==> config.mk <==
export PLATFORM = sky130hd
export DESIGN_NAME = cdpm_ctrl
export DESIGN_NICKNAME = d
export VERILOG_FILES = /design/src/cdpm_pkg.sv /design/src/cdpm_ctrl.sv
export SDC_FILE = /design/constraint.sdc
export NUM_CORES = 1
export LEC_CHECK = 0
export BUFFER_PORTS_ARGS = -buffer_cell sky130_fd_sc_hd__buf_2
export CAP_MARGIN = 20
export CORE_MARGIN = 5
export CORE_UTILIZATION = 29
export DETAILED_ROUTE_END_ITERATION = 10
export GPL_ROUTABILITY_DRIVEN = 1
export PLACE_DENSITY = 0.5
export SLEW_MARGIN = 40
export SYNTH_ARGS = -nofsm -noshare
export SYNTH_HDL_FRONTEND = slang
export SYNTH_SLANG_ARGS = --single-unit
==> constraint.sdc <==
create_clock -name clk -period 2.4 [get_ports clk]
set_input_delay 0.6 -clock clk [delete_from_list [all_inputs] [get_ports clk]]
set_output_delay 0.6 -clock clk [all_outputs]
set_load 0.005 [all_outputs]
==> src/cdpm_pkg.sv <==
// package: constants, modes and carrier structs for the clock divider / power mode control
package cdpm_pkg;

  // ==========================================================
  // clock select codes
  localparam logic [2:0] SEL_HIGH  = 3'h0;
  localparam logic [2:0] SEL_DIV2  = 3'h1;
  localparam logic [2:0] SEL_DIV32 = 3'h5;

  // ==========================================================
  // divider and filter sizing
  localparam int          DIV_W       = 5;
  localparam logic [4:0]  DIV_ONE     = 5'h01;
  localparam logic [4:0]  DIV_ZERO    = 5'h00;
  localparam logic [3:0]  NF_FAST_TAP = 4'h0;   // sample tap index, phi/2
  localparam logic [3:0]  NF_SLOW_TAP = 4'h3;   // sample tap index, phi/16
  localparam logic [1:0]  NF_AGREE    = 2'h3;   // history pattern when both samples agree high
  localparam int          NUM_PERIPH  = 8;
  localparam int          DTC_IDX     = 0;      // slot of the data transfer ctrl
  localparam logic [7:0]  MSTOP_RST   = 8'hFE;  // all stopped but the transfer ctrl

  // ==========================================================
  // operating modes (module stop is orthogonal, see periph stop vector)
  typedef enum logic [2:0] {
    CDPM_HIGH, CDPM_MEDIUM, CDPM_SUBACT, CDPM_SLEEP,
    CDPM_SUBSLEEP, CDPM_WATCH, CDPM_SW_HW_STANDBY_PIN_N, CDPM_HW_HW_STANDBY_PIN_N
  } cdpm_mode_t;

  // block enables derived from the mode
  typedef struct packed {
    logic sys_osc_run;
    logic sub_osc_run;
    logic cpu_run;
    logic cpu_on_sub;
    logic ext_irq_en;
    logic ram_retain;
    logic io_hiz;
    logic power_down;
  } cdpm_status_t;

  // per-peripheral indication
  typedef struct packed {
    logic [NUM_PERIPH-1:0] halt;
    logic [NUM_PERIPH-1:0] rst;
  } cdpm_periph_t;

endpackage : cdpm_pkg

==> src/cdpm_ctrl.sv <==
// clock divider, bus master clock select, subclock filter and mode control
//
// Function
// - divide system clock into phi/2, /4, /8, /16 and /32
// - three-bit select picks bus master clock, full rate or divided
// - code 000 full rate, 001..101 divide by 2..32, 11X prohibited
// - subclock input filtered by sampling with divided system clock
// - noise filter rate select chooses the sampling rate
// - no sampling in subactive, subsleep or watch; input passes raw
// - eight operating modes; all but high speed are power down
// - sleep modes hit cpu, medium cpu+bus, subactive adds peripherals
// - module stop may combine with high or medium speed
// - reset gives high speed, all peripherals but transfer ctrl stopped
// - cpu and each peripheral can be stopped separately
// - system osc runs high/medium/sleep; subclock osc halts only in standby
// - cpu halts retained, runs on subclock in subactive; irqs except hw standby
// - ram retained in every mode including both standby modes
// - standby pin low forces hw standby; reset pin low forces reset except in hw standby
`timescale 1ns/100ps
module cdpm_ctrl (
  // clock and reset
  input  wire logic                      clk,
  input  wire logic                      rst,
  // external pins
  input  wire logic                      reset_pin_n,
  input  wire logic                      hw_standby_pin_n,
  input  wire logic                      subclock_in_pin,
  // control bits
  input  wire logic [2:0]                clk_sel,
  input  wire logic                      noise_filter_rate_sel,
  input  wire cdpm_pkg::cdpm_mode_t      mode_req,
  input  wire logic                      mode_req_valid,
  input  wire logic [cdpm_pkg::NUM_PERIPH-1:0] mstop_wr_data,
  input  wire logic                      mstop_wr,
  input  wire logic [cdpm_pkg::NUM_PERIPH-1:0] stop_reset_type,
  // clock outputs
  output logic [cdpm_pkg::DIV_W-1:0]     med_clk,
  output logic                           bus_clk,
  output logic                           bus_clk_en,
  output logic                           subclk_filt,
  // status outputs
  output cdpm_pkg::cdpm_mode_t           mode,
  output cdpm_pkg::cdpm_status_t         status,
  output cdpm_pkg::cdpm_periph_t         periph,
  output logic                           cpu_reset
);

  // ==========================================================
  // free-running divider
  logic [cdpm_pkg::DIV_W-1:0] div_r, div_nxt;

  // counter bit k toggles at phi/2^(k+1)
  always_comb begin
    div_nxt = div_r + cdpm_pkg::DIV_ONE;
  end

  always_ff @(posedge clk) begin
    if (rst) begin
      div_r <= cdpm_pkg::DIV_ZERO;
    end else begin
      div_r <= div_nxt;
    end
  end

  // ==========================================================
  // bus master clock select
  // decoding of the select field, used for the pending choice in clk_sel only
  function automatic logic sel_legal(input logic [2:0] s);
    sel_legal = (s <= cdpm_pkg::SEL_DIV32);
  endfunction : sel_legal

  // low divider bits that are all one in the last cycle of a selected period;
  // a mask instead of a part-select, since the select is not a constant
  function automatic logic [cdpm_pkg::DIV_W-1:0] period_mask(input logic [2:0] s);
    period_mask = '0;
    for (int k = 0; k < cdpm_pkg::DIV_W; k++) begin
      if (k < int'(s)) begin
        period_mask[k] = 1'b1;
      end
    end
  endfunction : period_mask

  logic [2:0]                 sel_r, sel_nxt;
  logic                       bus_clk_r, bus_clk_nxt;
  logic                       bus_en_r, bus_en_nxt;
  logic [cdpm_pkg::DIV_W-1:0] med_r, med_nxt;
  logic                       tap_rise;

  // switch only when the whole divider wraps, so every phase is whole;
  // prohibited codes are ignored and the old choice stays
  always_comb begin
    tap_rise = (div_nxt == cdpm_pkg::DIV_ZERO);
    sel_nxt  = sel_r;
    if (tap_rise && sel_legal(clk_sel)) begin
      sel_nxt = clk_sel;
    end
    med_nxt = div_nxt;
    if (sel_r == cdpm_pkg::SEL_HIGH) begin
      bus_clk_nxt = ~bus_clk_r;
      bus_en_nxt  = 1'b1;
    end else begin
      bus_clk_nxt = div_nxt[sel_r - cdpm_pkg::SEL_DIV2];
      bus_en_nxt  = ((div_r & period_mask(sel_r)) == period_mask(sel_r)) ? 1'b1 : 1'b0;
    end
  end

  always_ff @(posedge clk) begin
    if (rst) begin
      sel_r     <= cdpm_pkg::SEL_HIGH;
      bus_clk_r <= 1'b0;
      bus_en_r  <= 1'b0;
      med_r     <= cdpm_pkg::DIV_ZERO;
    end else begin
      sel_r     <= sel_nxt;
      bus_clk_r <= bus_clk_nxt;
      bus_en_r  <= bus_en_nxt;
      med_r     <= med_nxt;
    end
  end

  // ==========================================================
  // operating mode
  cdpm_pkg::cdpm_mode_t       mode_r, mode_nxt;
  logic [cdpm_pkg::NUM_PERIPH-1:0] mstop_r, mstop_nxt;
  logic                       cpu_rst_r, cpu_rst_nxt;

  // standby pin wins over everything, reset pin over all but hw standby
  always_comb begin
    mode_nxt    = mode_r;
    mstop_nxt   = mstop_r;
    cpu_rst_nxt = 1'b0;
    if (mode_req_valid) begin
      mode_nxt = mode_req;
    end
    if (mstop_wr) begin
      mstop_nxt = mstop_wr_data;
    end
    if (!reset_pin_n && mode_r != cdpm_pkg::CDPM_HW_HW_STANDBY_PIN_N) begin
      mode_nxt    = cdpm_pkg::CDPM_HIGH;
      mstop_nxt   = cdpm_pkg::MSTOP_RST;
      cpu_rst_nxt = 1'b1;
    end
    if (!hw_standby_pin_n) begin
      mode_nxt    = cdpm_pkg::CDPM_HW_HW_STANDBY_PIN_N;
      mstop_nxt   = cdpm_pkg::MSTOP_RST;
      cpu_rst_nxt = 1'b1;
    end else if (mode_r == cdpm_pkg::CDPM_HW_HW_STANDBY_PIN_N && reset_pin_n) begin
      mode_nxt    = cdpm_pkg::CDPM_HIGH;  // leave standby through reset
      cpu_rst_nxt = 1'b1;
    end
  end

  always_ff @(posedge clk) begin
    if (rst) begin
      mode_r    <= cdpm_pkg::CDPM_HIGH;
      mstop_r   <= cdpm_pkg::MSTOP_RST;
      cpu_rst_r <= 1'b1;
    end else begin
      mode_r    <= mode_nxt;
      mstop_r   <= mstop_nxt;
      cpu_rst_r <= cpu_rst_nxt;
    end
  end

  // ==========================================================
  // per-mode enables and peripheral indications
  cdpm_pkg::cdpm_status_t stat_r, stat_nxt;
  cdpm_pkg::cdpm_periph_t per_r, per_nxt;
  logic                   mode_halts_per;
  logic                   mode_resets_per;

  always_comb begin
    stat_nxt.sys_osc_run = (mode_nxt == cdpm_pkg::CDPM_HIGH) ||
                           (mode_nxt == cdpm_pkg::CDPM_MEDIUM) ||
                           (mode_nxt == cdpm_pkg::CDPM_SLEEP);
    stat_nxt.sub_osc_run = (mode_nxt != cdpm_pkg::CDPM_SW_HW_STANDBY_PIN_N) &&
                           (mode_nxt != cdpm_pkg::CDPM_HW_HW_STANDBY_PIN_N);
    stat_nxt.cpu_run     = (mode_nxt == cdpm_pkg::CDPM_HIGH) ||
                           (mode_nxt == cdpm_pkg::CDPM_MEDIUM) ||
                           (mode_nxt == cdpm_pkg::CDPM_SUBACT);
    stat_nxt.cpu_on_sub  = (mode_nxt == cdpm_pkg::CDPM_SUBACT);
    stat_nxt.ext_irq_en  = (mode_nxt != cdpm_pkg::CDPM_HW_HW_STANDBY_PIN_N);
    stat_nxt.ram_retain  = 1'b1;
    stat_nxt.io_hiz      = (mode_nxt == cdpm_pkg::CDPM_HW_HW_STANDBY_PIN_N);
    stat_nxt.power_down  = (mode_nxt != cdpm_pkg::CDPM_HIGH) ||
                           (mstop_nxt != '0);
    // sleep mode touches only the cpu; subactive, subsleep, watch and both standbys halt peripherals
    mode_halts_per  = (mode_nxt == cdpm_pkg::CDPM_SUBACT) ||
                      (mode_nxt == cdpm_pkg::CDPM_WATCH) ||
                      (mode_nxt == cdpm_pkg::CDPM_SUBSLEEP) ||
                      (mode_nxt == cdpm_pkg::CDPM_SW_HW_STANDBY_PIN_N) ||
                      (mode_nxt == cdpm_pkg::CDPM_HW_HW_STANDBY_PIN_N);
    mode_resets_per = (mode_nxt == cdpm_pkg::CDPM_HW_HW_STANDBY_PIN_N);
    per_nxt.halt = mstop_nxt | {cdpm_pkg::NUM_PERIPH{mode_halts_per}};
    per_nxt.rst  = ({cdpm_pkg::NUM_PERIPH{mode_resets_per}}) |
                   (per_nxt.halt & stop_reset_type);
  end

  always_ff @(posedge clk) begin
    if (rst) begin
      stat_r <= '0;
      per_r  <= '0;
    end else begin
      stat_r <= stat_nxt;
      per_r  <= per_nxt;
    end
  end

  // ==========================================================
  // subclock noise filter
  logic [1:0] nf_hist_r, nf_hist_nxt;
  logic       sub_r, sub_nxt;
  logic       samp_now;
  logic       bypass;

  // sampling on a divider tap; a pulse shorter than the sample gap is lost,
  // the price of the filter
  always_comb begin
    samp_now = noise_filter_rate_sel ?
               (div_r[cdpm_pkg::NF_SLOW_TAP:0] == '1) :
               (div_r[cdpm_pkg::NF_FAST_TAP:0] == '1);
    bypass   = (mode_r == cdpm_pkg::CDPM_SUBACT) ||
               (mode_r == cdpm_pkg::CDPM_SUBSLEEP) ||
               (mode_r == cdpm_pkg::CDPM_WATCH);
    nf_hist_nxt = nf_hist_r;
    sub_nxt     = sub_r;
    if (bypass) begin
      sub_nxt = subclock_in_pin;
    end else if (samp_now) begin
      nf_hist_nxt = {nf_hist_r[0], subclock_in_pin};
      if (nf_hist_nxt == cdpm_pkg::NF_AGREE) begin
        sub_nxt = 1'b1;
      end else if (nf_hist_nxt == 2'h0) begin
        sub_nxt = 1'b0;
      end
    end
  end

  always_ff @(posedge clk) begin
    if (rst) begin
      nf_hist_r <= 2'h0;
      sub_r     <= 1'b0;
    end else begin
      nf_hist_r <= nf_hist_nxt;
      sub_r     <= sub_nxt;
    end
  end

  // ==========================================================
  // outputs, all straight from flip-flops
  assign med_clk     = med_r;
  assign bus_clk     = bus_clk_r;
  assign bus_clk_en  = bus_en_r;
  assign subclk_filt = sub_r;
  assign mode        = mode_r;
  assign status      = stat_r;
  assign periph      = per_r;
  assign cpu_reset   = cpu_rst_r;

endmodule : cdpm_ctrl

==> results.sh, run 1 <==
export IMPL_syn_area_per_cell_um2=10.0
export IMPL_crit_required_ps=2580
export IMPL_gr_total_overflow=0
export IMPL_async_flop_share_pct=0
export IMPL_gp_congestion=0.818
export IMPL_rsz0062_at_grt="no"
export IMPL_critPathLaunch="med_clk[0]"
export IMPL_syn_area_mm2=0.00204
export IMPL_dpl_instance_area_mm2=0.00245
export IMPL_cp_max_fo=9
export IMPL_total_power_mw=1.68
export IMPL_post_cts_resized=0
export IMPL_post_place_cells=358
export IMPL_cp_cell_sequence="ha_1, and3_1, xnor2_1, nand4_1, mux2i_1, nor2_1"
export IMPL_vdd_drop_max_v=0.000327
export IMPL_cts_tree="done"
export IMPL_grt_max_degree=26
export IMPL_arrival_ps=2050
export IMPL_hpwl_um=3830
export IMPL_seq_area_frac_synth_pct=47.1
export IMPL_clock_skew_ps=5.16
export IMPL_insertion_delay_ps=300
export IMPL_ctsLongestPathBuffers=2
export IMPL_final_cell_mix="buf_2 (65), dfxtp_1 (48), a21oi_1 (17), nor2_1 (15), nand2_1 (15)"
export IMPL_final_hold_viol_count=0
export IMPL_cts_inserted_buffers=5
export IMPL_drtIter0Drc=70
export IMPL_antenna_cells=0
export IMPL_max_slew_margin_pct=67.5
export IMPL_dieWidth_um=93.9
export IMPL_ant_nets=0
export IMPL_p_leak_nw=1.14
export IMPL_post_cts_buffers=0
export IMPL_nFillCells=746
export IMPL_grt_pass1_wl_um=8180
export IMPL_hp_class="reg2reg"
export IMPL_grt_use_total_pct=11.8
export IMPL_worst_setup_path_type="reg2reg"
export IMPL_avgViaCountPerCell=4.64
export IMPL_whs_ps=458
export IMPL_power_switching_mw=0.422
export IMPL_synth_fp_nets=238
export IMPL_tns_ps=0
export IMPL_synth_cell_types=55
export IMPL_post_route_util_pct=37.5
export IMPL_pwr_share_clk_pct=34.3
export IMPL_nets=304
export IMPL_power_density_mw_per_mm2=657
export IMPL_swShare_pct=25.1
export IMPL_crit_slowest_cell="dfxtp_1"
export IMPL_crit_buf_inv=0
export IMPL_r2r_start="med_clk[0]"
export IMPL_path_clk_slew_ps=90
export IMPL_drt_wl_total_um=5050
export IMPL_wl_per_cell_um=13.8
export IMPL_pre_cts_ws_ps=278
export IMPL_worstMarginPinSlew_ps=486
export IMPL_io_pins=66
export IMPL_h_tree_depth=2
export IMPL_antenna_found_initial=0
export IMPL_numPortBuffers=65
export IMPL_maxCapViolations=0
export IMPL_vias=1697
export IMPL_synth_warnings=0
export IMPL_synth_flop_cell="dfxtp_1"
export IMPL_ys_seq_elements=48
export IMPL_start_util_pct=29.9
export IMPL_p_seq_share_pct=51.8
export IMPL_fin_area_mm2=0.00256
export IMPL_synthCells=203
export IMPL_synthToLayoutAreaGrowth_pct=25.5
export IMPL_drc=0
export IMPL_cp_depth=6
export IMPL_rows=30
export IMPL_whs_path_depth=1
export IMPL_cp_top_family="simple AND/OR/NAND/NOR gates"
export IMPL_die_height_um=93.9
export IMPL_layout_min_cycle_time_ps=1870
export IMPL_worstHoldStart="bus_clk"
export IMPL_r2r_cells=6
export IMPL_instances_no_fill=366
export IMPL_fin_ws_ps=531
export IMPL_end_kind="register"
export IMPL_power_internal_mw=1.26
export IMPL_setup_viol=0
export IMPL_synth_edf_count=0
export IMPL_drt_first_pass_iters=4
export IMPL_cts_root_buffer="clkbuf_8"
export IMPL_clock_sinks=48
export IMPL_combPwrFrac_pct=13.9
export IMPL_slew_viol_final=0
export IMPL_layout_commonest_cell="buf_2"
export IMPL_die_area_mm2=0.00881
export IMPL_drive_above_1_share_pct=32.6
export IMPL_layout_worst_path_cycle_share_pct=77.9
export IMPL_critical_path_max_stage_delay_ps=410
export IMPL_grt_pass1_vias=1699
export IMPL_critical_path_startpoint_type="register"
export IMPL_cts_hold_repair_buffers=0
export IMPL_core_region_area_mm2=0.00683
export IMPL_outcome="complete, no violations"
export IMPL_max_freq_ghz=0.535
[layout make-up]
type | instances | area [um^2] | area share (%)
multi-input cells | 143 | 1020 | 39.8
inverters | 5 | 18.8 | 0.733
repair buffers | 66 | 333 | 13.0
clock inverters | 2 | 35.0 | 1.37
well taps | 96 | 120 | 4.69
flip-flops and latches | 48 | 961 | 37.6
clock buffers | 6 | 72.6 | 2.84
[worst reg2reg max path: cells and delay by family (launching register included)]
family                     cells  cell delay (ps)
xor gates and xnor gates       1              310
adders and majority gates      1              260
DFF                            1              410
muxes                          1              220
and+or+nand+nor                3              560
[worst paths after layout]
check | end | slack, ps
setup reg to reg | sel_r[2] | 530
hold / removal | bus_clk | 460
hold reg to reg | bus_clk | 460
setup / recovery | sel_r[2] | 530
[cell families after synthesis]
logic type	synth area share [%]
AOI/OAI and AO/OA	20.2
xor gates and xnor gates	2.52
adders and majority gates	3.07
buffers and inverters	2.94
DFF	47.1
muxes	8.04
and+or+nand+nor	16.1
[state kept, by name, indices dropped and copies added, names as in the netlist, 3 cells and up]
name     cells
mode         3
mstop_r      8
med_clk      5
sel_r        3
periph      16
status       8
[cells in the mapped netlist (2+ instances only)]
master,number,area (um^2)
dfxtp_1,48,961
a21oi_1,17,85.1
nand2_1,15,56.3
nor2_1,15,56.3
mux2i_1,13,130
a21o_1,7,52.6
nand3_1,7,35.0
ha_1,5,62.6
inv_1,5,18.8
nor2b_1,5,31.3
o21ai_0,5,25.0
nor3_1,4,20.0
a211oi_1,3,22.5
a31oi_1,3,18.8
buf_2,3,15.0
mux2_2,3,33.8
a21boi_0,2,15.0
a41oi_1,2,17.5
nand2b_1,2,12.5
o22ai_1,2,12.5
xnor2_1,2,17.5
xor2_1,2,17.5
[per-layer routing]
layer | GRT usage [%] | share of wire, % | vias up
li1 | - | - | 866
met1 | 14.8 | 46 | 776
met2 | 19.7 | 47 | 50
met3 | 2.96 | 5.9 | 5
met4 | 4.21 | 1.3 | 0
met5 | 0 | 0 | -
[power groups by stage]
stage          logic, mW  clock network, mW  registers (mW)
2_1_floorplan      0.136                  0           0.890
3_3_place_gp       0.237                  0           0.889
3_5_place_dp       0.238                  0           0.889
4_1_cts            0.238              0.604           0.871
5_1_grt            0.263              0.637           0.877
6_report           0.234              0.577           0.871
Note: power is estimated with default switching activity, not from simulation.
==> inputs of run 2 (changes only) <==
==> constraint.sdc (replaced) <==
create_clock -name clk -period 1.9 [get_ports clk]
set_input_delay 0.475 -clock clk [delete_from_list [all_inputs] [get_ports clk]]
set_output_delay 0.475 -clock clk [all_outputs]
set_load 0.005 [all_outputs]
==> run 2 against run 1 <==
Net effect: core utilization rose by 2.0 points; sequential power rose by 25%; cell count rose by 4.6%; highest routed layer unchanged.
==> results.sh, run 2 (synthesis gave the netlist of run 1 again) <==
export IMPL_worstMarginPinSlew_ps=412
export IMPL_grt_met1_usage_pct=15.4
export IMPL_whs_ps=356
export IMPL_vdd_drop_max_v=0.000250
export IMPL_fin_area_mm2=0.00269
export IMPL_crit_required_ps=2150
export IMPL_largest_reg_flops=16
export IMPL_grt_use_total_pct=12.2
export IMPL_end_kind="register"
export IMPL_insertion_delay_ps=300
export IMPL_cp_top_family="simple AND/OR/NAND/NOR gates"
export IMPL_post_cts_resized=0
export IMPL_drive_above_1_share_pct=36.9
export IMPL_core_region_area_mm2=0.00683
export IMPL_maxCapViolations=0
export IMPL_clock_skew_ps=5.73
export IMPL_cts_tree="done"
export IMPL_post_place_cells=373
export IMPL_instances_no_fill=383
export IMPL_post_route_util_pct=39.4
export IMPL_slew_viol_final=0
export IMPL_max_freq_ghz=0.555
export IMPL_cp_cell_sequence="a21oi_1, nor4_2, nand3_2, a21oi_4, buf_4, a21o_1"
export IMPL_avgViaCountPerCell=4.63
export IMPL_worst_setup_path_type="reg2reg"
export IMPL_clock_sinks=48
export IMPL_cp_max_fo=9
export IMPL_dieWidth_um=93.9
export IMPL_drtIter0Drc=47
export IMPL_gr_total_overflow=0
export IMPL_rows=30
export IMPL_max_slew_margin_pct=72.4
export IMPL_critical_path_max_stage_delay_ps=510
export IMPL_setup_viol=0
export IMPL_critPathLaunch="mode[0]"
export IMPL_antenna_found_initial=0
export IMPL_top_usage_layer="met2"
export IMPL_p_leak_nw=1.22
export IMPL_numPortBuffers=65
export IMPL_arrival_ps=2050
export IMPL_rrSetupSlack_ps=100
export IMPL_synthToLayoutAreaGrowth_pct=32.1
export IMPL_gp_congestion=0.837
export IMPL_die_height_um=93.9
export IMPL_path_clk_slew_ps=90
export IMPL_critical_path_startpoint_type="register"
export IMPL_grt_pass1_vias=1740
export IMPL_layout_min_cycle_time_ps=1800
export IMPL_rsz0062_at_grt="no"
export IMPL_r2r_start="mode[0]"
export IMPL_worstHoldStart="stop_reset_type[6]"
export IMPL_vias=1774
export IMPL_crit_slowest_cell="dfxtp_1"
export IMPL_ctsLongestPathBuffers=2
export IMPL_grt_pass1_wl_um=8430
export IMPL_outcome="complete, no violations"
export IMPL_drc=0
export IMPL_io_pins=66
export IMPL_wl_per_cell_um=13.6
export IMPL_dpl_instance_area_mm2=0.00256
export IMPL_whs_path_depth=2
export IMPL_cts_inserted_buffers=5
export IMPL_h_tree_depth=2
export IMPL_grt_max_degree=17
export IMPL_cts_root_buffer="clkbuf_8"
export IMPL_crit_buf_inv=1
export IMPL_drt_wl_total_um=5200
export IMPL_ant_nets=0
export IMPL_hp_class="in2reg"
export IMPL_antenna_cells=0
export IMPL_r2r_cells=6
export IMPL_final_hold_viol_count=0
export IMPL_layout_commonest_cell="buf_2"
export IMPL_power_density_mw_per_mm2=812
export IMPL_reg2reg_to="periph[2]"
export IMPL_use_met3_pct=3.77
export IMPL_final_cell_mix="buf_2 (65), dfxtp_1 (48), buf_4 (18), a21oi_1 (17)"
export IMPL_die_area_mm2=0.00881
export IMPL_grt_util_met2_pct=19.4
export IMPL_holdPathEnd="periph[6]"
export IMPL_start_util_pct=29.9
export IMPL_hpwl_um=4070
export IMPL_layout_worst_path_cycle_share_pct=94.8
export IMPL_nets=321
export IMPL_drt_first_pass_iters=4
export IMPL_tns_ps=0
==> run 2: changes by cell type in the layout (fill, tap and decap cells not counted) <==
cell        change
buf_4          +17
clkinv_2        -1
clkinvlp_4      +1
clkbuf_1        -1
inv_6           +1
==> run 2: final cells by class <==
type / count / area, um^2
Clock inverter: 3 / 46.3
Tap cell: 96 / 120
Inverter: 5 / 18.8
Fill cell: 730 / 4140
Multi-Input combinational cell: 143 / 1020
Timing Repair Buffer: 83 / 460
Sequential cell: 48 / 961
Clock buffer: 5 / 68.8
==> run 2: repair_timing <==
action,CTS,global route
buffers inserted,0,2
hold buffers,0,0
setup endpoints to repair,0,1
==> run 2: per-layer routing <==
metal | vias to the layer above | routed length [um]
li1 | 897 | -
met1 | 825 | 2370
met2 | 44 | 2410
met3 | 8 | 329
met4 | 0 | 89
met5 | - | 0
==> run 2: worst reg2reg max path, cell delays in order (launching register included) <==
cell	delay (ps)
dfxtp_1	510
a21oi_1	210
nor4_2	410
nand3_2	150
a21oi_4	210
buf_4	180
a21o_1	90
==> run 2: through the flow <==
stage	power [mW]	setup slack [ps]
global route	2.32	0.977
global placement	1.45	17.9
floorplan	1.30	178
detailed placement	1.45	-8.94
finish	2.19	99.1
CTS	2.23	78.2
==> run 2: how the worst max path moves through the flow <==
| stage | cells past startpoint | slack, ps | endpoint |
|---|---|---|---|
| 6_report | 6 | 100 | periph[2] |
| 5_1_grt | 6 | 1 | periph[3] |
| 3_5_place_dp | 6 | -9 | periph[5] |
| 4_1_cts | 6 | 80 | periph[2] |
| 2_1_floorplan | 6 | 180 | periph[1] |
| 3_3_place_gp | 6 | 20 | periph[2] |
==> run 2: where the power goes <==
| part | leakage, nW | internal (mW) | total, mW | switching (mW) |
|---|---|---|---|---|
| sequential | 0.398 | 1.06 | 1.09 | 0.0298 |
| combinational | 0.767 | 0.164 | 0.335 | 0.171 |
| clock | 0.0548 | 0.397 | 0.758 | 0.361 |
| total | 1.22 | 1.62 | 2.19 | 0.562 |
